<file path="config.mk">
export PLATFORM = sky130hd
export DESIGN_NAME = mit_top
export DESIGN_NICKNAME = d
export VERILOG_FILES = /design/src/verilog/mit_pkg.sv /design/src/verilog/mit_top.sv /design/src/verilog/mit_thermal.sv /design/src/verilog/mit_fan.sv
export VERILOG_INCLUDE_DIRS = /design/src /design/src/verilog
export SDC_FILE = /design/constraint.sdc
export NUM_CORES = 1
export LEC_CHECK = 0
export BUFFER_PORTS_ARGS = -buffer_cell sky130_fd_sc_hd__buf_2
export CAP_MARGIN = 40
export CORE_ASPECT_RATIO = 0.8
export CORE_MARGIN = 2
export CORE_UTILIZATION = 59
export DETAILED_ROUTE_END_ITERATION = 12
export HOLD_SLACK_MARGIN = 0.03
export PLACE_DENSITY = 0.86
export RECOVER_POWER = 100
export SLEW_MARGIN = 0
export SYNTH_ARGS = -nofsm -noshare
export SYNTH_HDL_FRONTEND = slang
export SYNTH_HIERARCHICAL = 1
export SYNTH_SLANG_ARGS = --single-unit
</file>
<file path="constraint.sdc">
create_clock -name aclk -period 7.3 [get_ports aclk]
set_clock_uncertainty 0.2 [all_clocks]
set_input_delay 1.825 -clock aclk [delete_from_list [all_inputs] [get_ports aclk]]
set_output_delay 1.825 -clock aclk [all_outputs]
set_load 0.01 [all_outputs]
</file>
<file path="src/verilog/mit_params.svh">
// Register offsets, field positions, reset values and constants of the interrupt block
`ifndef MIT_PARAMS_SVH
`define MIT_PARAMS_SVH
// ==========================================================
// Register byte offsets
`define MIT_CFG1_OFF      8'h00
`define MIT_CFG3_OFF      8'h1c
`define MIT_THLIM0_OFF    8'h34
`define MIT_THLIM1_OFF    8'h38
`define MIT_THLIM2_OFF    8'h3c
`define MIT_MASK3_OFF     8'h68
`define MIT_MASK4_OFF     8'h6c
`define MIT_MASKG_OFF     8'h70
`define MIT_STAT1_OFF     8'h74
`define MIT_STAT3_OFF     8'h78
`define MIT_STAT4_OFF     8'h8c
`define MIT_STATG_OFF     8'h90
`define MIT_FANLIM_OFF    8'h94
`define MIT_GPIOCFG_OFF   8'h98
// ==========================================================
// Field positions
`define MIT_CFG1_INTEN    1
`define MIT_CFG1_INTCLR   2
`define MIT_CFG1_THEN     4
`define MIT_CFG3_GPIOMODE 0
`define MIT_CFG3_CICLR    1
`define MIT_CFG3_G16DIR   6
`define MIT_CFG3_G16POL   7
`define MIT_ST4_THERMAL_ALARM_N     3
`define MIT_ST4_CI        6
`define MIT_ST4_G16       7
// ==========================================================
// Reset values and constants
`define MIT_CFG1_RST      8'h00
`define MIT_CFG3_RST      8'h00
`define MIT_THLIM_RST     8'h50
`define MIT_FANLIM_RST    8'hff
`define MIT_MASK_RST      8'h00
`define MIT_HYST_C        8'h05
`define MIT_ARA_ADDR      7'h0c
`endif

</file>
<file path="src/verilog/mit_pkg.sv">
// Types shared by the interrupt and thermal alarm block
`default_nettype none
package mit_pkg;
  // One temperature measurement result
  typedef struct packed {
    logic       valid;
    logic [1:0] chan;
    logic [7:0] value;
  } mit_meas_type;
  // Thermal alarm pin, three signals
  typedef struct packed {
    logic in;
    logic out;
    logic oe_n;
  } mit_pin_type;
  typedef enum logic [1:0] {MIT_AX_IDLE, MIT_AX_RESP} mit_axst_type;
endpackage : mit_pkg
`default_nettype wire

</file>
<file path="src/verilog/mit_top.sv">
// Interrupt aggregation and thermal alarm with AXI4-Lite registers
//
// The register offsets and the AXI4-Lite register port were left to the implementer.
`timescale 1ns/1ps
`default_nettype none
`include "mit_params.svh"
module mit_top #(
  parameter int N_FANS  = 8,
  parameter int N_GPIO  = 16
) (
  // Clock and reset
  input  wire logic                  aclk,
  input  wire logic                  aresetn,
  // AXI4-Lite write address
  input  wire logic [7:0]            s_axi_awaddr,
  input  wire logic                  s_axi_awvalid,
  output logic                       s_axi_awready,
  // AXI4-Lite write data
  input  wire logic [31:0]           s_axi_wdata,
  input  wire logic [3:0]            s_axi_wstrb,
  input  wire logic                  s_axi_wvalid,
  output logic                       s_axi_wready,
  // AXI4-Lite write response
  output logic [1:0]                 s_axi_bresp,
  output logic                       s_axi_bvalid,
  input  wire logic                  s_axi_bready,
  // AXI4-Lite read address
  input  wire logic [7:0]            s_axi_araddr,
  input  wire logic                  s_axi_arvalid,
  output logic                       s_axi_arready,
  // AXI4-Lite read data
  output logic [31:0]                s_axi_rdata,
  output logic [1:0]                 s_axi_rresp,
  output logic                       s_axi_rvalid,
  input  wire logic                  s_axi_rready,
  // Measurements
  input  wire mit_pkg::mit_meas_type temp_meas,
  input  wire logic                  fan_valid,
  input  wire logic [2:0]            fan_chan,
  input  wire logic [7:0]            fan_count,
  input  wire logic                  fan_cycle_done,
  // SMBus alert response address seen
  input  wire logic                  ara_seen,
  input  wire logic [6:0]            ara_addr,
  // GPIO and intrusion
  input  wire logic [N_GPIO-1:0]     gpio_in,
  input  wire logic [N_GPIO-1:0]     gpio_dir_out,
  input  wire logic [N_GPIO-1:0]     gpio_pol,
  input  wire logic                  chassis_intrusion,
  // Shared pin
  input  wire logic                  shared_pin_sixteen_io_in,
  output logic                       thermal_alarm_n_out,
  output logic                       thermal_alarm_n_oe_n,
  // Outputs
  output logic                       int_n,
  output logic                       fan_full_scale
);
  import mit_pkg::*;

  // ==========================================================
  // Registers
  logic [7:0]        cfg1_q, cfg3_q, mask4_q, fanlim_q;
  logic [N_FANS-1:0] mask3_q;
  logic [N_GPIO-1:0] maskg_q;
  logic [23:0]       thlim_q;
  logic              st4_thermal_alarm_n_q, ci_q;
  logic              thermal_alarm_n_evt_q, thermal_alarm_n_prev_q;
  logic [7:0]        st1_q;
  logic [N_FANS-1:0] fan_status;
  logic              fan_latch, over, exceed;
  logic              int_clear;
  logic              stat1_read;
  mit_axst_type      wst_q, rst_q;
  logic              aw_q, w_q;
  logic [7:0]        awaddr_q;
  logic [31:0]       wdata_q;
  logic [3:0]        wstrb_q;
  logic              wr_go;
  logic [N_GPIO-1:0] gpio_stat;
  logic              g16_stat;
  logic [7:0]        stat4_v;
  logic              alarm_act;
  logic              ext_low;

  // Write on byte lane 0 only when strobed
  function automatic logic [7:0] mit_wb(input logic [7:0] old, input logic [31:0] d,
                                        input logic [3:0] s);
    mit_wb = s[0] ? d[7:0] : old;
  endfunction : mit_wb

  // ==========================================================
  // Sub blocks
  mit_thermal u_thermal (
    .aclk         (aclk),
    .aresetn      (aresetn),
    .temp_meas    (temp_meas),
    .thermal_alarm_n_limits (thlim_q),
    .over_q       (over),
    .exceed_q     (exceed)
  );

  mit_fan #(.N_FANS(N_FANS)) u_fan (
    .aclk           (aclk),
    .aresetn        (aresetn),
    .fan_valid      (fan_valid),
    .fan_chan       (fan_chan),
    .fan_count      (fan_count),
    .fan_cycle_done (fan_cycle_done),
    .fan_limit      (fanlim_q),
    .fan_mask       (mask3_q),
    .int_clear      (int_clear),
    .fan_status_q   (fan_status),
    .fan_latch_q    (fan_latch)
  );

  // ==========================================================
  // AXI4-Lite write channel
  assign wr_go = aw_q && w_q && !s_axi_bvalid;
  always_ff @(posedge aclk) begin
    if (!aresetn) begin
      aw_q          <= 1'b0;
      w_q           <= 1'b0;
      awaddr_q      <= 8'h00;
      wdata_q       <= 32'h0000_0000;
      wstrb_q       <= 4'h0;
      s_axi_awready <= 1'b0;
      s_axi_wready  <= 1'b0;
      s_axi_bvalid  <= 1'b0;
      s_axi_bresp   <= 2'h0;
      wst_q         <= MIT_AX_IDLE;
    end else begin
      s_axi_awready <= !aw_q && !s_axi_awready && s_axi_awvalid;
      s_axi_wready  <= !w_q && !s_axi_wready && s_axi_wvalid;
      if (s_axi_awvalid && s_axi_awready) begin
        aw_q     <= 1'b1;
        awaddr_q <= s_axi_awaddr;
      end
      if (s_axi_wvalid && s_axi_wready) begin
        w_q     <= 1'b1;
        wdata_q <= s_axi_wdata;
        wstrb_q <= s_axi_wstrb;
      end
      unique case (wst_q)
        MIT_AX_IDLE: begin
          if (wr_go) begin
            aw_q         <= 1'b0;
            w_q          <= 1'b0;
            s_axi_bvalid <= 1'b1;
            s_axi_bresp  <= 2'h0;
            wst_q        <= MIT_AX_RESP;
          end
        end
        MIT_AX_RESP: begin
          if (s_axi_bready) begin
            s_axi_bvalid <= 1'b0;
            wst_q        <= MIT_AX_IDLE;
          end
        end
      endcase
    end
  end

  // Register writes
  always_ff @(posedge aclk) begin
    if (!aresetn) begin
      cfg1_q   <= `MIT_CFG1_RST;
      cfg3_q   <= `MIT_CFG3_RST;
      thlim_q  <= {3{`MIT_THLIM_RST}};
      mask3_q  <= '0;
      mask4_q  <= `MIT_MASK_RST;
      maskg_q  <= '0;
      fanlim_q <= `MIT_FANLIM_RST;
    end else if (wr_go) begin
      unique case (awaddr_q)
        `MIT_CFG1_OFF:   cfg1_q <= mit_wb(cfg1_q, wdata_q, wstrb_q);
        `MIT_CFG3_OFF:   cfg3_q <= mit_wb(cfg3_q, wdata_q, wstrb_q);
        `MIT_THLIM0_OFF: thlim_q[7:0] <= mit_wb(thlim_q[7:0], wdata_q, wstrb_q);
        `MIT_THLIM1_OFF: thlim_q[15:8] <= mit_wb(thlim_q[15:8], wdata_q, wstrb_q);
        `MIT_THLIM2_OFF: thlim_q[23:16] <= mit_wb(thlim_q[23:16], wdata_q, wstrb_q);
        `MIT_MASK3_OFF:  mask3_q <= N_FANS'(mit_wb(8'(mask3_q), wdata_q, wstrb_q));
        `MIT_MASK4_OFF:  mask4_q <= mit_wb(mask4_q, wdata_q, wstrb_q);
        `MIT_MASKG_OFF:  maskg_q <= N_GPIO'(wdata_q);
        `MIT_FANLIM_OFF: fanlim_q <= mit_wb(fanlim_q, wdata_q, wstrb_q);
        default: ;
      endcase
    end
  end

  // ==========================================================
  // AXI4-Lite read channel
  assign stat1_read = s_axi_arvalid && s_axi_arready && s_axi_araddr == `MIT_STAT1_OFF;
  always_ff @(posedge aclk) begin
    if (!aresetn) begin
      s_axi_arready <= 1'b0;
      s_axi_rvalid  <= 1'b0;
      s_axi_rdata   <= 32'h0000_0000;
      s_axi_rresp   <= 2'h0;
      rst_q         <= MIT_AX_IDLE;
    end else begin
      unique case (rst_q)
        MIT_AX_IDLE: begin
          s_axi_arready <= s_axi_arvalid && !s_axi_arready;
          if (s_axi_arvalid && s_axi_arready) begin
            s_axi_arready <= 1'b0;
            s_axi_rvalid  <= 1'b1;
            s_axi_rresp   <= 2'h0;
            rst_q         <= MIT_AX_RESP;
            unique case (s_axi_araddr)
              `MIT_CFG1_OFF:   s_axi_rdata <= {24'h0, cfg1_q};
              `MIT_CFG3_OFF:   s_axi_rdata <= {24'h0, cfg3_q};
              `MIT_THLIM0_OFF: s_axi_rdata <= {24'h0, thlim_q[7:0]};
              `MIT_THLIM1_OFF: s_axi_rdata <= {24'h0, thlim_q[15:8]};
              `MIT_THLIM2_OFF: s_axi_rdata <= {24'h0, thlim_q[23:16]};
              `MIT_MASK3_OFF:  s_axi_rdata <= 32'(mask3_q);
              `MIT_MASK4_OFF:  s_axi_rdata <= {24'h0, mask4_q};
              `MIT_MASKG_OFF:  s_axi_rdata <= 32'(maskg_q);
              `MIT_STAT1_OFF:  s_axi_rdata <= {24'h0, st1_q};
              `MIT_STAT3_OFF:  s_axi_rdata <= 32'(fan_status);
              `MIT_STAT4_OFF:  s_axi_rdata <= {24'h0, stat4_v};
              `MIT_STATG_OFF:  s_axi_rdata <= 32'(gpio_stat);
              `MIT_FANLIM_OFF: s_axi_rdata <= {24'h0, fanlim_q};
              default: begin
                s_axi_rdata <= 32'h0000_0000;
                s_axi_rresp <= 2'h2;
              end
            endcase
          end
        end
        MIT_AX_RESP: begin
          if (s_axi_rready) begin
            s_axi_rvalid <= 1'b0;
            rst_q        <= MIT_AX_IDLE;
          end
        end
      endcase
    end
  end

  // ==========================================================
  // GPIO, intrusion and status
  always_comb begin
    gpio_stat = ~(gpio_in ^ gpio_pol) & ~gpio_dir_out;
    g16_stat  = cfg3_q[`MIT_CFG3_GPIOMODE] &&
                (shared_pin_sixteen_io_in == cfg3_q[`MIT_CFG3_G16POL]);
    stat4_v   = 8'h00;
    stat4_v[`MIT_ST4_G16]   = g16_stat;
    stat4_v[`MIT_ST4_CI]    = ci_q;
    stat4_v[`MIT_ST4_THERMAL_ALARM_N] = st4_thermal_alarm_n_q;
  end

  // Intrusion latch, cleared by its own clear bit
  always_ff @(posedge aclk) begin
    if (!aresetn) begin
      ci_q <= 1'b0;
    end else if (chassis_intrusion) begin
      ci_q <= 1'b1;
    end else if (cfg3_q[`MIT_CFG3_CICLR]) begin
      ci_q <= 1'b0;
    end
  end

  // Status one shadow holds the overall thermal over level, refreshed every cycle, not cleared on read
  always_ff @(posedge aclk) begin
    if (!aresetn) begin
      st1_q <= 8'h00;
    end else begin
      st1_q <= {7'h0, over};
    end
  end

  // Thermal status bit; set wins over the read clear
  always_ff @(posedge aclk) begin
    if (!aresetn) begin
      st4_thermal_alarm_n_q <= 1'b0;
    end else if (exceed) begin
      st4_thermal_alarm_n_q <= 1'b1;
    end else if (stat1_read) begin
      st4_thermal_alarm_n_q <= 1'b0;
    end
  end

  // ==========================================================
  // Interrupt clear sources
  assign int_clear = stat1_read
                   || (ara_seen && ara_addr == `MIT_ARA_ADDR)
                   || cfg1_q[`MIT_CFG1_INTCLR];

  // Thermal change event, one-off until cleared
  always_ff @(posedge aclk) begin
    if (!aresetn) begin
      thermal_alarm_n_prev_q <= 1'b0;
      thermal_alarm_n_evt_q  <= 1'b0;
    end else begin
      thermal_alarm_n_prev_q <= alarm_act;
      if (alarm_act != thermal_alarm_n_prev_q)
        thermal_alarm_n_evt_q <= 1'b1;
      else if (int_clear)
        thermal_alarm_n_evt_q <= 1'b0;
    end
  end

  // ==========================================================
  // Alarm pin and full scale forcing
  always_comb begin
    alarm_act = over && cfg1_q[`MIT_CFG1_THEN] && !cfg3_q[`MIT_CFG3_GPIOMODE];
    ext_low   = !cfg3_q[`MIT_CFG3_GPIOMODE] && !shared_pin_sixteen_io_in;
  end
  always_ff @(posedge aclk) begin
    if (!aresetn) begin
      thermal_alarm_n_out  <= 1'b1;
      thermal_alarm_n_oe_n <= 1'b1;
      fan_full_scale       <= 1'b0;
    end else begin
      thermal_alarm_n_out  <= 1'b0;
      thermal_alarm_n_oe_n <= !alarm_act;
      fan_full_scale       <= alarm_act || ext_low;
    end
  end

  // ==========================================================
  // Interrupt output, active low
  logic unl_src;
  always_comb begin
    unl_src = |(gpio_stat & ~maskg_q & ~gpio_dir_out)
            || (g16_stat && !mask4_q[`MIT_ST4_G16])
            || (ci_q && !mask4_q[`MIT_ST4_CI]);
  end
  always_ff @(posedge aclk) begin
    if (!aresetn) begin
      int_n <= 1'b1;
    end else begin
      int_n <= !(cfg1_q[`MIT_CFG1_INTEN] && !cfg1_q[`MIT_CFG1_INTCLR] &&
                 (fan_latch || thermal_alarm_n_evt_q || unl_src));
    end
  end
endmodule : mit_top
`default_nettype wire

</file>
<file path="src/verilog/mit_thermal.sv">
// Thermal limit comparison with fixed hysteresis
`timescale 1ns/1ps
`default_nettype none
`include "mit_params.svh"
module mit_thermal (
  // Clock and reset
  input  wire logic                  aclk,
  input  wire logic                  aresetn,
  // Measurements and limits
  input  wire mit_pkg::mit_meas_type temp_meas,
  input  wire logic [23:0]           thermal_alarm_n_limits,
  // Alarm state
  output logic                       over_q,
  output logic                       exceed_q
);
  import mit_pkg::*;
  logic [2:0] hot_q;
  logic [7:0] lim;
  always_comb begin
    lim = thermal_alarm_n_limits[8*temp_meas.chan +: 8];
  end
  // Per channel hot flags with hysteresis
  always_ff @(posedge aclk) begin
    if (!aresetn) begin
      hot_q <= 3'h0;
    end else if (temp_meas.valid && temp_meas.chan != 2'h3) begin
      if (temp_meas.value > lim)
        hot_q[temp_meas.chan] <= 1'b1;
      else if ({1'b0, temp_meas.value} + {1'b0, `MIT_HYST_C} <= {1'b0, lim})
        hot_q[temp_meas.chan] <= 1'b0;
    end
  end
  // Exceed pulse and overall alarm level
  always_ff @(posedge aclk) begin
    if (!aresetn) begin
      over_q   <= 1'b0;
      exceed_q <= 1'b0;
    end else begin
      over_q   <= |hot_q;
      exceed_q <= temp_meas.valid && temp_meas.chan != 2'h3 && temp_meas.value > lim;
    end
  end
endmodule : mit_thermal
`default_nettype wire

</file>
<file path="src/verilog/mit_fan.sv">
// Fan underspeed status and fan interrupt latch
`timescale 1ns/1ps
`default_nettype none
module mit_fan #(
  parameter int N_FANS = 8
) (
  // Clock and reset
  input  wire logic              aclk,
  input  wire logic              aresetn,
  // Measurement
  input  wire logic              fan_valid,
  input  wire logic [2:0]        fan_chan,
  input  wire logic [7:0]        fan_count,
  input  wire logic              fan_cycle_done,
  input  wire logic [7:0]        fan_limit,
  input  wire logic [N_FANS-1:0] fan_mask,
  input  wire logic              int_clear,
  // Results
  output logic [N_FANS-1:0]      fan_status_q,
  output logic                   fan_latch_q
);
  logic hold_q;
  // Status set for underspeed, cleared otherwise
  always_ff @(posedge aclk) begin
    if (!aresetn) begin
      fan_status_q <= '0;
    end else if (fan_valid) begin
      fan_status_q[fan_chan] <= fan_count > fan_limit;
    end
  end
  // Blocking after clear until the next cycle ends
  always_ff @(posedge aclk) begin
    if (!aresetn) begin
      hold_q <= 1'b0;
    end else if (int_clear) begin
      hold_q <= 1'b1;
    end else if (fan_cycle_done) begin
      hold_q <= 1'b0;
    end
  end
  // Latch of unmasked status
  always_ff @(posedge aclk) begin
    if (!aresetn) begin
      fan_latch_q <= 1'b0;
    end else if (int_clear) begin
      fan_latch_q <= 1'b0;
    end else if (!hold_q && |(fan_status_q & ~fan_mask)) begin
      fan_latch_q <= 1'b1;
    end
  end
endmodule : mit_fan
`default_nettype wire

</file>
==> impl_summary.log, run 1 <==
INFO  metric globalRoute.totalOverflow = 0
INFO  metric worst_slew_margin_rel = -19.68%
INFO  metric timing.critical_path.slowest_stage_cell = sky130_fd_sc_hd__clkbuf_1
INFO  metric yosys.cell_types.count = 82
INFO  metric cp-end-kind = flip-flop
INFO  metric tightestPinTransition = 1.795 ns
INFO  metric drive_above_1_share = 16.15%
INFO  metric grt_first_pass_wirelength = 36,450 um
INFO  metric critPathLaunchType = input port
INFO  metric gpl.final_weighted_congestion = 0.9706
INFO  metric first_global_vias = 7,198
INFO  metric vdd_ir_drop_max = 207.4 uV
INFO  metric rsz0062_at_grt = no
INFO  metric timing.critical_path.cells = clkbuf_1 > inv_1 > buf_4 > nor4b_1
INFO  metric cp_num_buf_inv = 3
INFO  metric fillCellCount = 1,135
INFO  metric critical_path_class = input port to flip-flop
INFO  metric drc = 0
INFO  metric floorplan.rows = 38
INFO  metric hpwl = 16,880 um
INFO  metric post_place_cell_area = 8906 um^2
INFO  metric most_common_cell_after_layout_fill_and_taps_aside = sky130_fd_sc_hd__dfxtp_1
INFO  metric post_cts_buffers = 0
INFO  metric number_of_synthesized_flops_with_an_enable_pin = 0
INFO  metric die-height = 109.7 um
INFO  metric post-route-min-period = 4.933 ns
INFO  metric failed_checks = capacitance limit, slew limit
INFO  metric cts-buffers-inserted = 17
INFO  metric worst_path_largest_cell_delay = 1.26 ns
INFO  metric fmaxAchievable = 202.7 MHz
INFO  metric wl = 23,310 um
INFO  metric total_of_flip_flops_plus_latches_after_synthesis = 153
INFO  metric floorplan.io_pins = 186
INFO  metric clk_root_buffer_cell = sky130_fd_sc_hd__clkbuf_16
INFO  metric crit_family = buffers and inverters
INFO  metric postCtsHoldBufs = 0
INFO  metric net_count_of_the_finished_layout = 1,243
INFO  metric clkSlewWorstSetupHoldPaths = 0.07 ns
INFO  metric cellLeakagePower = 4.044 nW
INFO  metric final_number_of_max_transition_violations = 38
INFO  metric dr.first_iter.drc_count = 958
INFO  metric totalNegativeSetupSlack = 0 ns
INFO  metric antenna_cells_inserted = 0
INFO  metric postLayoutCoreUtil = 69.52%
INFO  metric setup_viol = 0
INFO  metric routed_wire_length_per_instance = 18.36 um
INFO  metric min_period_over_period = 67.58%
INFO  metric required_arrival_time_at_the_worst_endpoint = 7.43 ns
INFO  metric final_antenna_net_count = 0
INFO  metric synth_top_area_share = 37.16%
INFO  metric ctsHtreeMaxLevel = 4
INFO  metric fin_area = 9453 um^2
INFO  metric detailedRoute.firstPassIterationCount = 7
INFO  metric whs = 0.2584 ns
INFO  metric worst-path-max-fanout = 86
INFO  metric total_count_of_hold_check_failures_in_the_final_report = 0
INFO  metric floorplan.die.width = 136.1 um
INFO  metric p_total = 1.899 mW
INFO  metric die_area = 14,940 um^2
INFO  metric vias = 7,678
INFO  metric top_library_cells_by_usage_in_the_layout_fill_and_taps_aside = sky130_fd_sc_hd__dfxtp_1, sky130_fd_sc_hd__buf_2, sky130_fd_sc_hd__nand2_1
INFO  metric synth_seq_area_share = 37.16%
INFO  metric tritoncts = done
INFO  metric synth.cell_area = 8242 um^2
INFO  metric grt_usage = 31.48%
INFO  metric maxCapViolations = 1
INFO  metric crit_arrival = 5.06 ns
INFO  metric synthesis.area_per_instance = 8.567 um^2
INFO  metric area_growth = 14.70%
INFO  metric clock_path_buffers = 2
INFO  metric asyncSetResetFlopFracSynth = 0%
INFO  metric synth_top_cell_by_area = sky130_fd_sc_hd__dfxtp_1
INFO  metric power_per_cell_area = 200.9 nW/um^2
INFO  metric syn_inst = 962
INFO  metric post_cts_resized = 0
INFO  metric clock_latency = 0.43 ns
INFO  metric initial_utilization = 60.61%
INFO  metric ys_warn_count = 6
INFO  metric cts_num_sinks = 153
INFO  metric ys_dominant_reg_cell = sky130_fd_sc_hd__dfxtp_1
INFO  metric ys_top_cells_by_area = sky130_fd_sc_hd__dfxtp_1, sky130_fd_sc_hd__mux2i_1, sky130_fd_sc_hd__nand2_1
INFO  metric avgViaCountPerCell = 6.046
INFO  metric antenna_found_initial = 1
INFO  metric worstHoldPathType = flip-flop to flip-flop
INFO  metric grt_max_degree = 87
INFO  metric placeableCoreArea = 13,600 um^2
INFO  metric result_of_the_run = finished with violations
INFO  metric buffer_ports.inserted = 147
-- worst reg2reg max path: cells and delay by family, from the launching register on --
kind                       cells  cell delay (ns)
DFF                            1             0.41
muxes                          1             0.13
AOI/OAI and AO/OA              5             1.42
and+or+nand+nor                1             0.21
adders and majority gates      1             0.21
-- state kept, by name, summed over array words and instances (netlist names), 8 cells and up, named ones only --
signal,flops
thlim_q,24
u_fan/fan_status_q,8
fanlim_q,8
s_axi_rdata,16
mask4_q,8
cfg1_q,8
wdata_q,16
maskg_q,16
mask3_q,8
awaddr_q,8
cfg3_q,8
-- kinds of logic after synthesis --
kind of cell               after synthesis  synth area share, %
xor gates and xnor gates                24                2.550
AOI/OAI and AO/OA                      199                17.14
and+or+nand+nor                        370                22.45
buffers and inverters                  103                6.209
DFF                                    153                37.16
other                                    1              0.04550
adders and majority gates               25                3.795
muxes                                   87                10.64
-- cell usage after synthesis, types with 13 or more instances --
| cell | count |
|---|---|
| sky130_fd_sc_hd__a21oi_1 | 58 |
| sky130_fd_sc_hd__a22o_1 | 24 |
| sky130_fd_sc_hd__buf_2 | 13 |
| sky130_fd_sc_hd__buf_4 | 23 |
| sky130_fd_sc_hd__clkbuf_1 | 26 |
| sky130_fd_sc_hd__dfxtp_1 | 153 |
| sky130_fd_sc_hd__ha_1 | 25 |
| sky130_fd_sc_hd__inv_1 | 28 |
| sky130_fd_sc_hd__mux2i_1 | 82 |
| sky130_fd_sc_hd__nand2_1 | 115 |
| sky130_fd_sc_hd__nand3_1 | 34 |
| sky130_fd_sc_hd__nor2_1 | 105 |
| sky130_fd_sc_hd__nor2b_1 | 16 |
| sky130_fd_sc_hd__nor3_1 | 20 |
| sky130_fd_sc_hd__o21ai_0 | 21 |
| sky130_fd_sc_hd__xor2_1 | 14 |
-- area by class of cell --
cell class                 count  area, um^2  area share, %
sequential                   153        3063          32.40
inverter                      29       108.9          1.152
clock inverter                14       153.9          1.628
tap                          180       225.2          2.383
timing repair buffer         152       738.2          7.809
multi-input combinational    724        4735          50.09
clock buffer                  18       429.2          4.540
-- power by group --
| group | internal (mW) | switching (mW) |
|---|---|---|
| Sequential | 0.844 | 0.0140 |
| Combinational | 0.0672 | 0.107 |
| Clock | 0.485 | 0.382 |
| Total | 1.40 | 0.503 |
-- metrics by stage --
stage	setup slack, ns	instances
2_1_floorplan	3.375	980
3_3_place_gp	2.928	1236
3_5_place_dp	2.803	1238
4_1_cts	3.201	1270
5_1_grt	2.097	1270
6_report	2.367	1270
-- layer usage --
metal	GRT usage [%]	vias up	part of all wire [%]
met3	7.884	50	10
met5	0	-	0
li1	-	3643	-
met1	43.15	3569	44
met4	11.24	0	2.6
met2	48.28	416	44
-- final timing paths --
kind,from,endpoint,slack [ns],cells past startpoint
setup / recovery,aresetn,s_axi_wready$_SDFF_PN0_,2.37,4
hold / removal,wdata_q[14]$_SDFFE_PN0P_,wdata_q[14]$_SDFFE_PN0P_,0.26,2
setup reg to reg,thlim_q[8]$_SDFFE_PN0P_,flip-flop,4.57,8
hold reg to reg,wdata_q[14]$_SDFFE_PN0P_,wdata_q[14]$_SDFFE_PN0P_,0.26,2
No activity file was read; power rests on OpenSTA's default activity.
==> run 2, diff against run 1 <==
- CORE_UTILIZATION: 59 -> 55
- PLACE_DENSITY: 0.86 -> 0.81
- clock period: 7.3 -> 4.7 ns (I/O delays scaled with it)
==> impl_summary.log, run 2 (same netlist as run 1, synthesis figures left out) <==
INFO  metric result_of_the_run = complete, no violations
INFO  metric setup_viol = 0
INFO  metric initial_utilization = 57.06%
INFO  metric whs = 0.2550 ns
INFO  metric fmaxAchievable = 274.3 MHz
INFO  metric rsz0062_at_grt = no
INFO  metric final_number_of_max_transition_violations = 0
INFO  metric clk_root_buffer_cell = sky130_fd_sc_hd__clkbuf_16
INFO  metric cts_num_sinks = 153
INFO  metric required_arrival_time_at_the_worst_endpoint = 4.79 ns
INFO  metric min_period_over_period = 77.58%
INFO  metric p_total = 3.032 mW
INFO  metric die_area = 15,990 um^2
INFO  metric post_cts_resized = 0
INFO  metric detailedRoute.firstPassIterationCount = 5
INFO  metric gpl.final_weighted_congestion = 0.9408
INFO  metric vdd_ir_drop_max = 220.8 uV
INFO  metric buffer_ports.inserted = 147
INFO  metric crit_arrival = 3.74 ns
INFO  metric hpwl = 17,220 um
INFO  metric dr.first_iter.drc_count = 787
INFO  metric placeableCoreArea = 14,440 um^2
INFO  metric area.sequential = 3063 um^2
INFO  metric clkSlewWorstSetupHoldPaths = 0.06 ns
INFO  metric antenna_cells_inserted = 0
INFO  metric largest_register_ff_count = 24
INFO  metric worst_slew_margin_rel = 8.514%
INFO  metric first_global_vias = 7,196
INFO  metric clock_latency = 0.43 ns
INFO  metric multiInputGateArea = 4735 um^2
INFO  metric area_growth = 15.53%
INFO  metric postCtsHoldBufs = 0
INFO  metric avgViaCountPerCell = 6.031
INFO  metric totalNegativeSetupSlack = 0 ns
INFO  metric ctsHtreeMaxLevel = 4
INFO  metric maxCapViolations = 0
INFO  metric critical_path_class = input port to flip-flop
INFO  metric die-height = 113.5 um
INFO  metric clock_path_buffers = 2
INFO  metric top_library_cells_by_usage_in_the_layout_fill_and_taps_aside = sky130_fd_sc_hd__dfxtp_1, sky130_fd_sc_hd__buf_2, sky130_fd_sc_hd__nand2_1
INFO  metric worstHoldPathType = flip-flop to flip-flop
INFO  metric grt_usage = 29.31%
INFO  metric worst-path-max-fanout = 15
INFO  metric fillCellCount = 1,208
INFO  metric registers.top_by_ff_count = thlim_q
INFO  metric floorplan.die.width = 140.9 um
INFO  metric drive_above_1_share = 16.35%
INFO  metric wl = 23,720 um
INFO  metric critPathLaunchType = input port
INFO  metric floorplan.rows = 39
INFO  metric post-route-min-period = 3.646 ns
INFO  metric floorplan.io_pins = 186
INFO  metric net_count_of_the_finished_layout = 1,248
INFO  metric cp-end-kind = flip-flop
INFO  metric tightestPinTransition = 1.372 ns
INFO  metric total_count_of_hold_check_failures_in_the_final_report = 0
INFO  metric grt_max_degree = 57
INFO  metric globalRoute.totalOverflow = 0
INFO  metric vias = 7,714
INFO  metric cellLeakagePower = 4.074 nW
INFO  metric antenna_found_initial = 1
INFO  metric power_per_cell_area = 318.4 nW/um^2
INFO  metric final_antenna_net_count = 0
INFO  metric tritoncts = done
INFO  metric cts-buffers-inserted = 17
INFO  metric routed_wire_length_per_instance = 18.55 um
INFO  metric most_common_cell_after_layout_fill_and_taps_aside = sky130_fd_sc_hd__dfxtp_1
INFO  metric grt_first_pass_wirelength = 36,980 um
INFO  metric post_cts_buffers = 0
INFO  metric drc = 0
==> run 2: changes by cell type in the layout (fill, tap and decap cells not counted), sizes merged <==
cell	change
buf	+2
bufinv	+2
clkbuf	+3
clkinv	+2
inv	-4
==> run 2: cell type report <==
cell class	instances	area share, %
inverters	29	1.143
flip-flops and latches	153	32.17
clock buffers	18	4.507
repair buffers	157	8.068
clock inverters	14	1.971
multi-input cells	724	49.72
well taps	184	2.418
==> run 2: through the flow <==
step                      instance area, um^2  instances  worst slack, ns  util [%]
after floorplan                          8309        980            1.425         -
after global placement                   8940       1246            1.009     61.89
after detailed placement                 8951       1247           0.9584     61.97
after CTS                                9568       1279            1.399     66.24
after global routing                     9522       1279           0.8662     65.92
final                                    9522       1279            1.054     65.92
==> run 2: critical path, stage by stage <==
cell and delay, ns:
sky130_fd_sc_hd__clkbuf_1 0.40, sky130_fd_sc_hd__nor2b_1 0.49, sky130_fd_sc_hd__a21oi_1 0.20, sky130_fd_sc_hd__ha_1 0.35, sky130_fd_sc_hd__and2b_2 0.20, sky130_fd_sc_hd__o31ai_1 0.21
sky130_fd_sc_hd__a311oi_1 0.20, sky130_fd_sc_hd__o311ai_0 0.38, sky130_fd_sc_hd__o41ai_1 0.13
==> run 2: routing by layer <==
| metal | wire length [um] | global-route usage [%] |
|---|---|---|
| met1 | 10500 | 40.72 |
| met2 | 10370 | 45.30 |
| met3 | 2284 | 6.591 |
| met4 | 568 | 10.07 |
| met5 | 0 | 0 |
==> run 2: path summary, 6_finish.rpt <==
check,start,to,slack (ns),cells after the start
worst max-delay path,temp_meas[9],flip-flop,1.05,9
worst min-delay path,wdata_q[14]$_SDFFE_PN0P_,wdata_q[14]$_SDFFE_PN0P_,0.26,2
worst max register to register,thlim_q[13]$_SDFFE_PN0P_,flip-flop,2.11,9
worst min register to register,wdata_q[14]$_SDFFE_PN0P_,wdata_q[14]$_SDFFE_PN0P_,0.26,2
==> run 2: where the power goes <==
part | internal, mW | switching [mW] | total [mW]
combinational | 0.106 | 0.168 | 0.274
sequential | 1.31 | 0.0215 | 1.33
clock | 0.848 | 0.576 | 1.42
total | 2.27 | 0.766 | 3.03
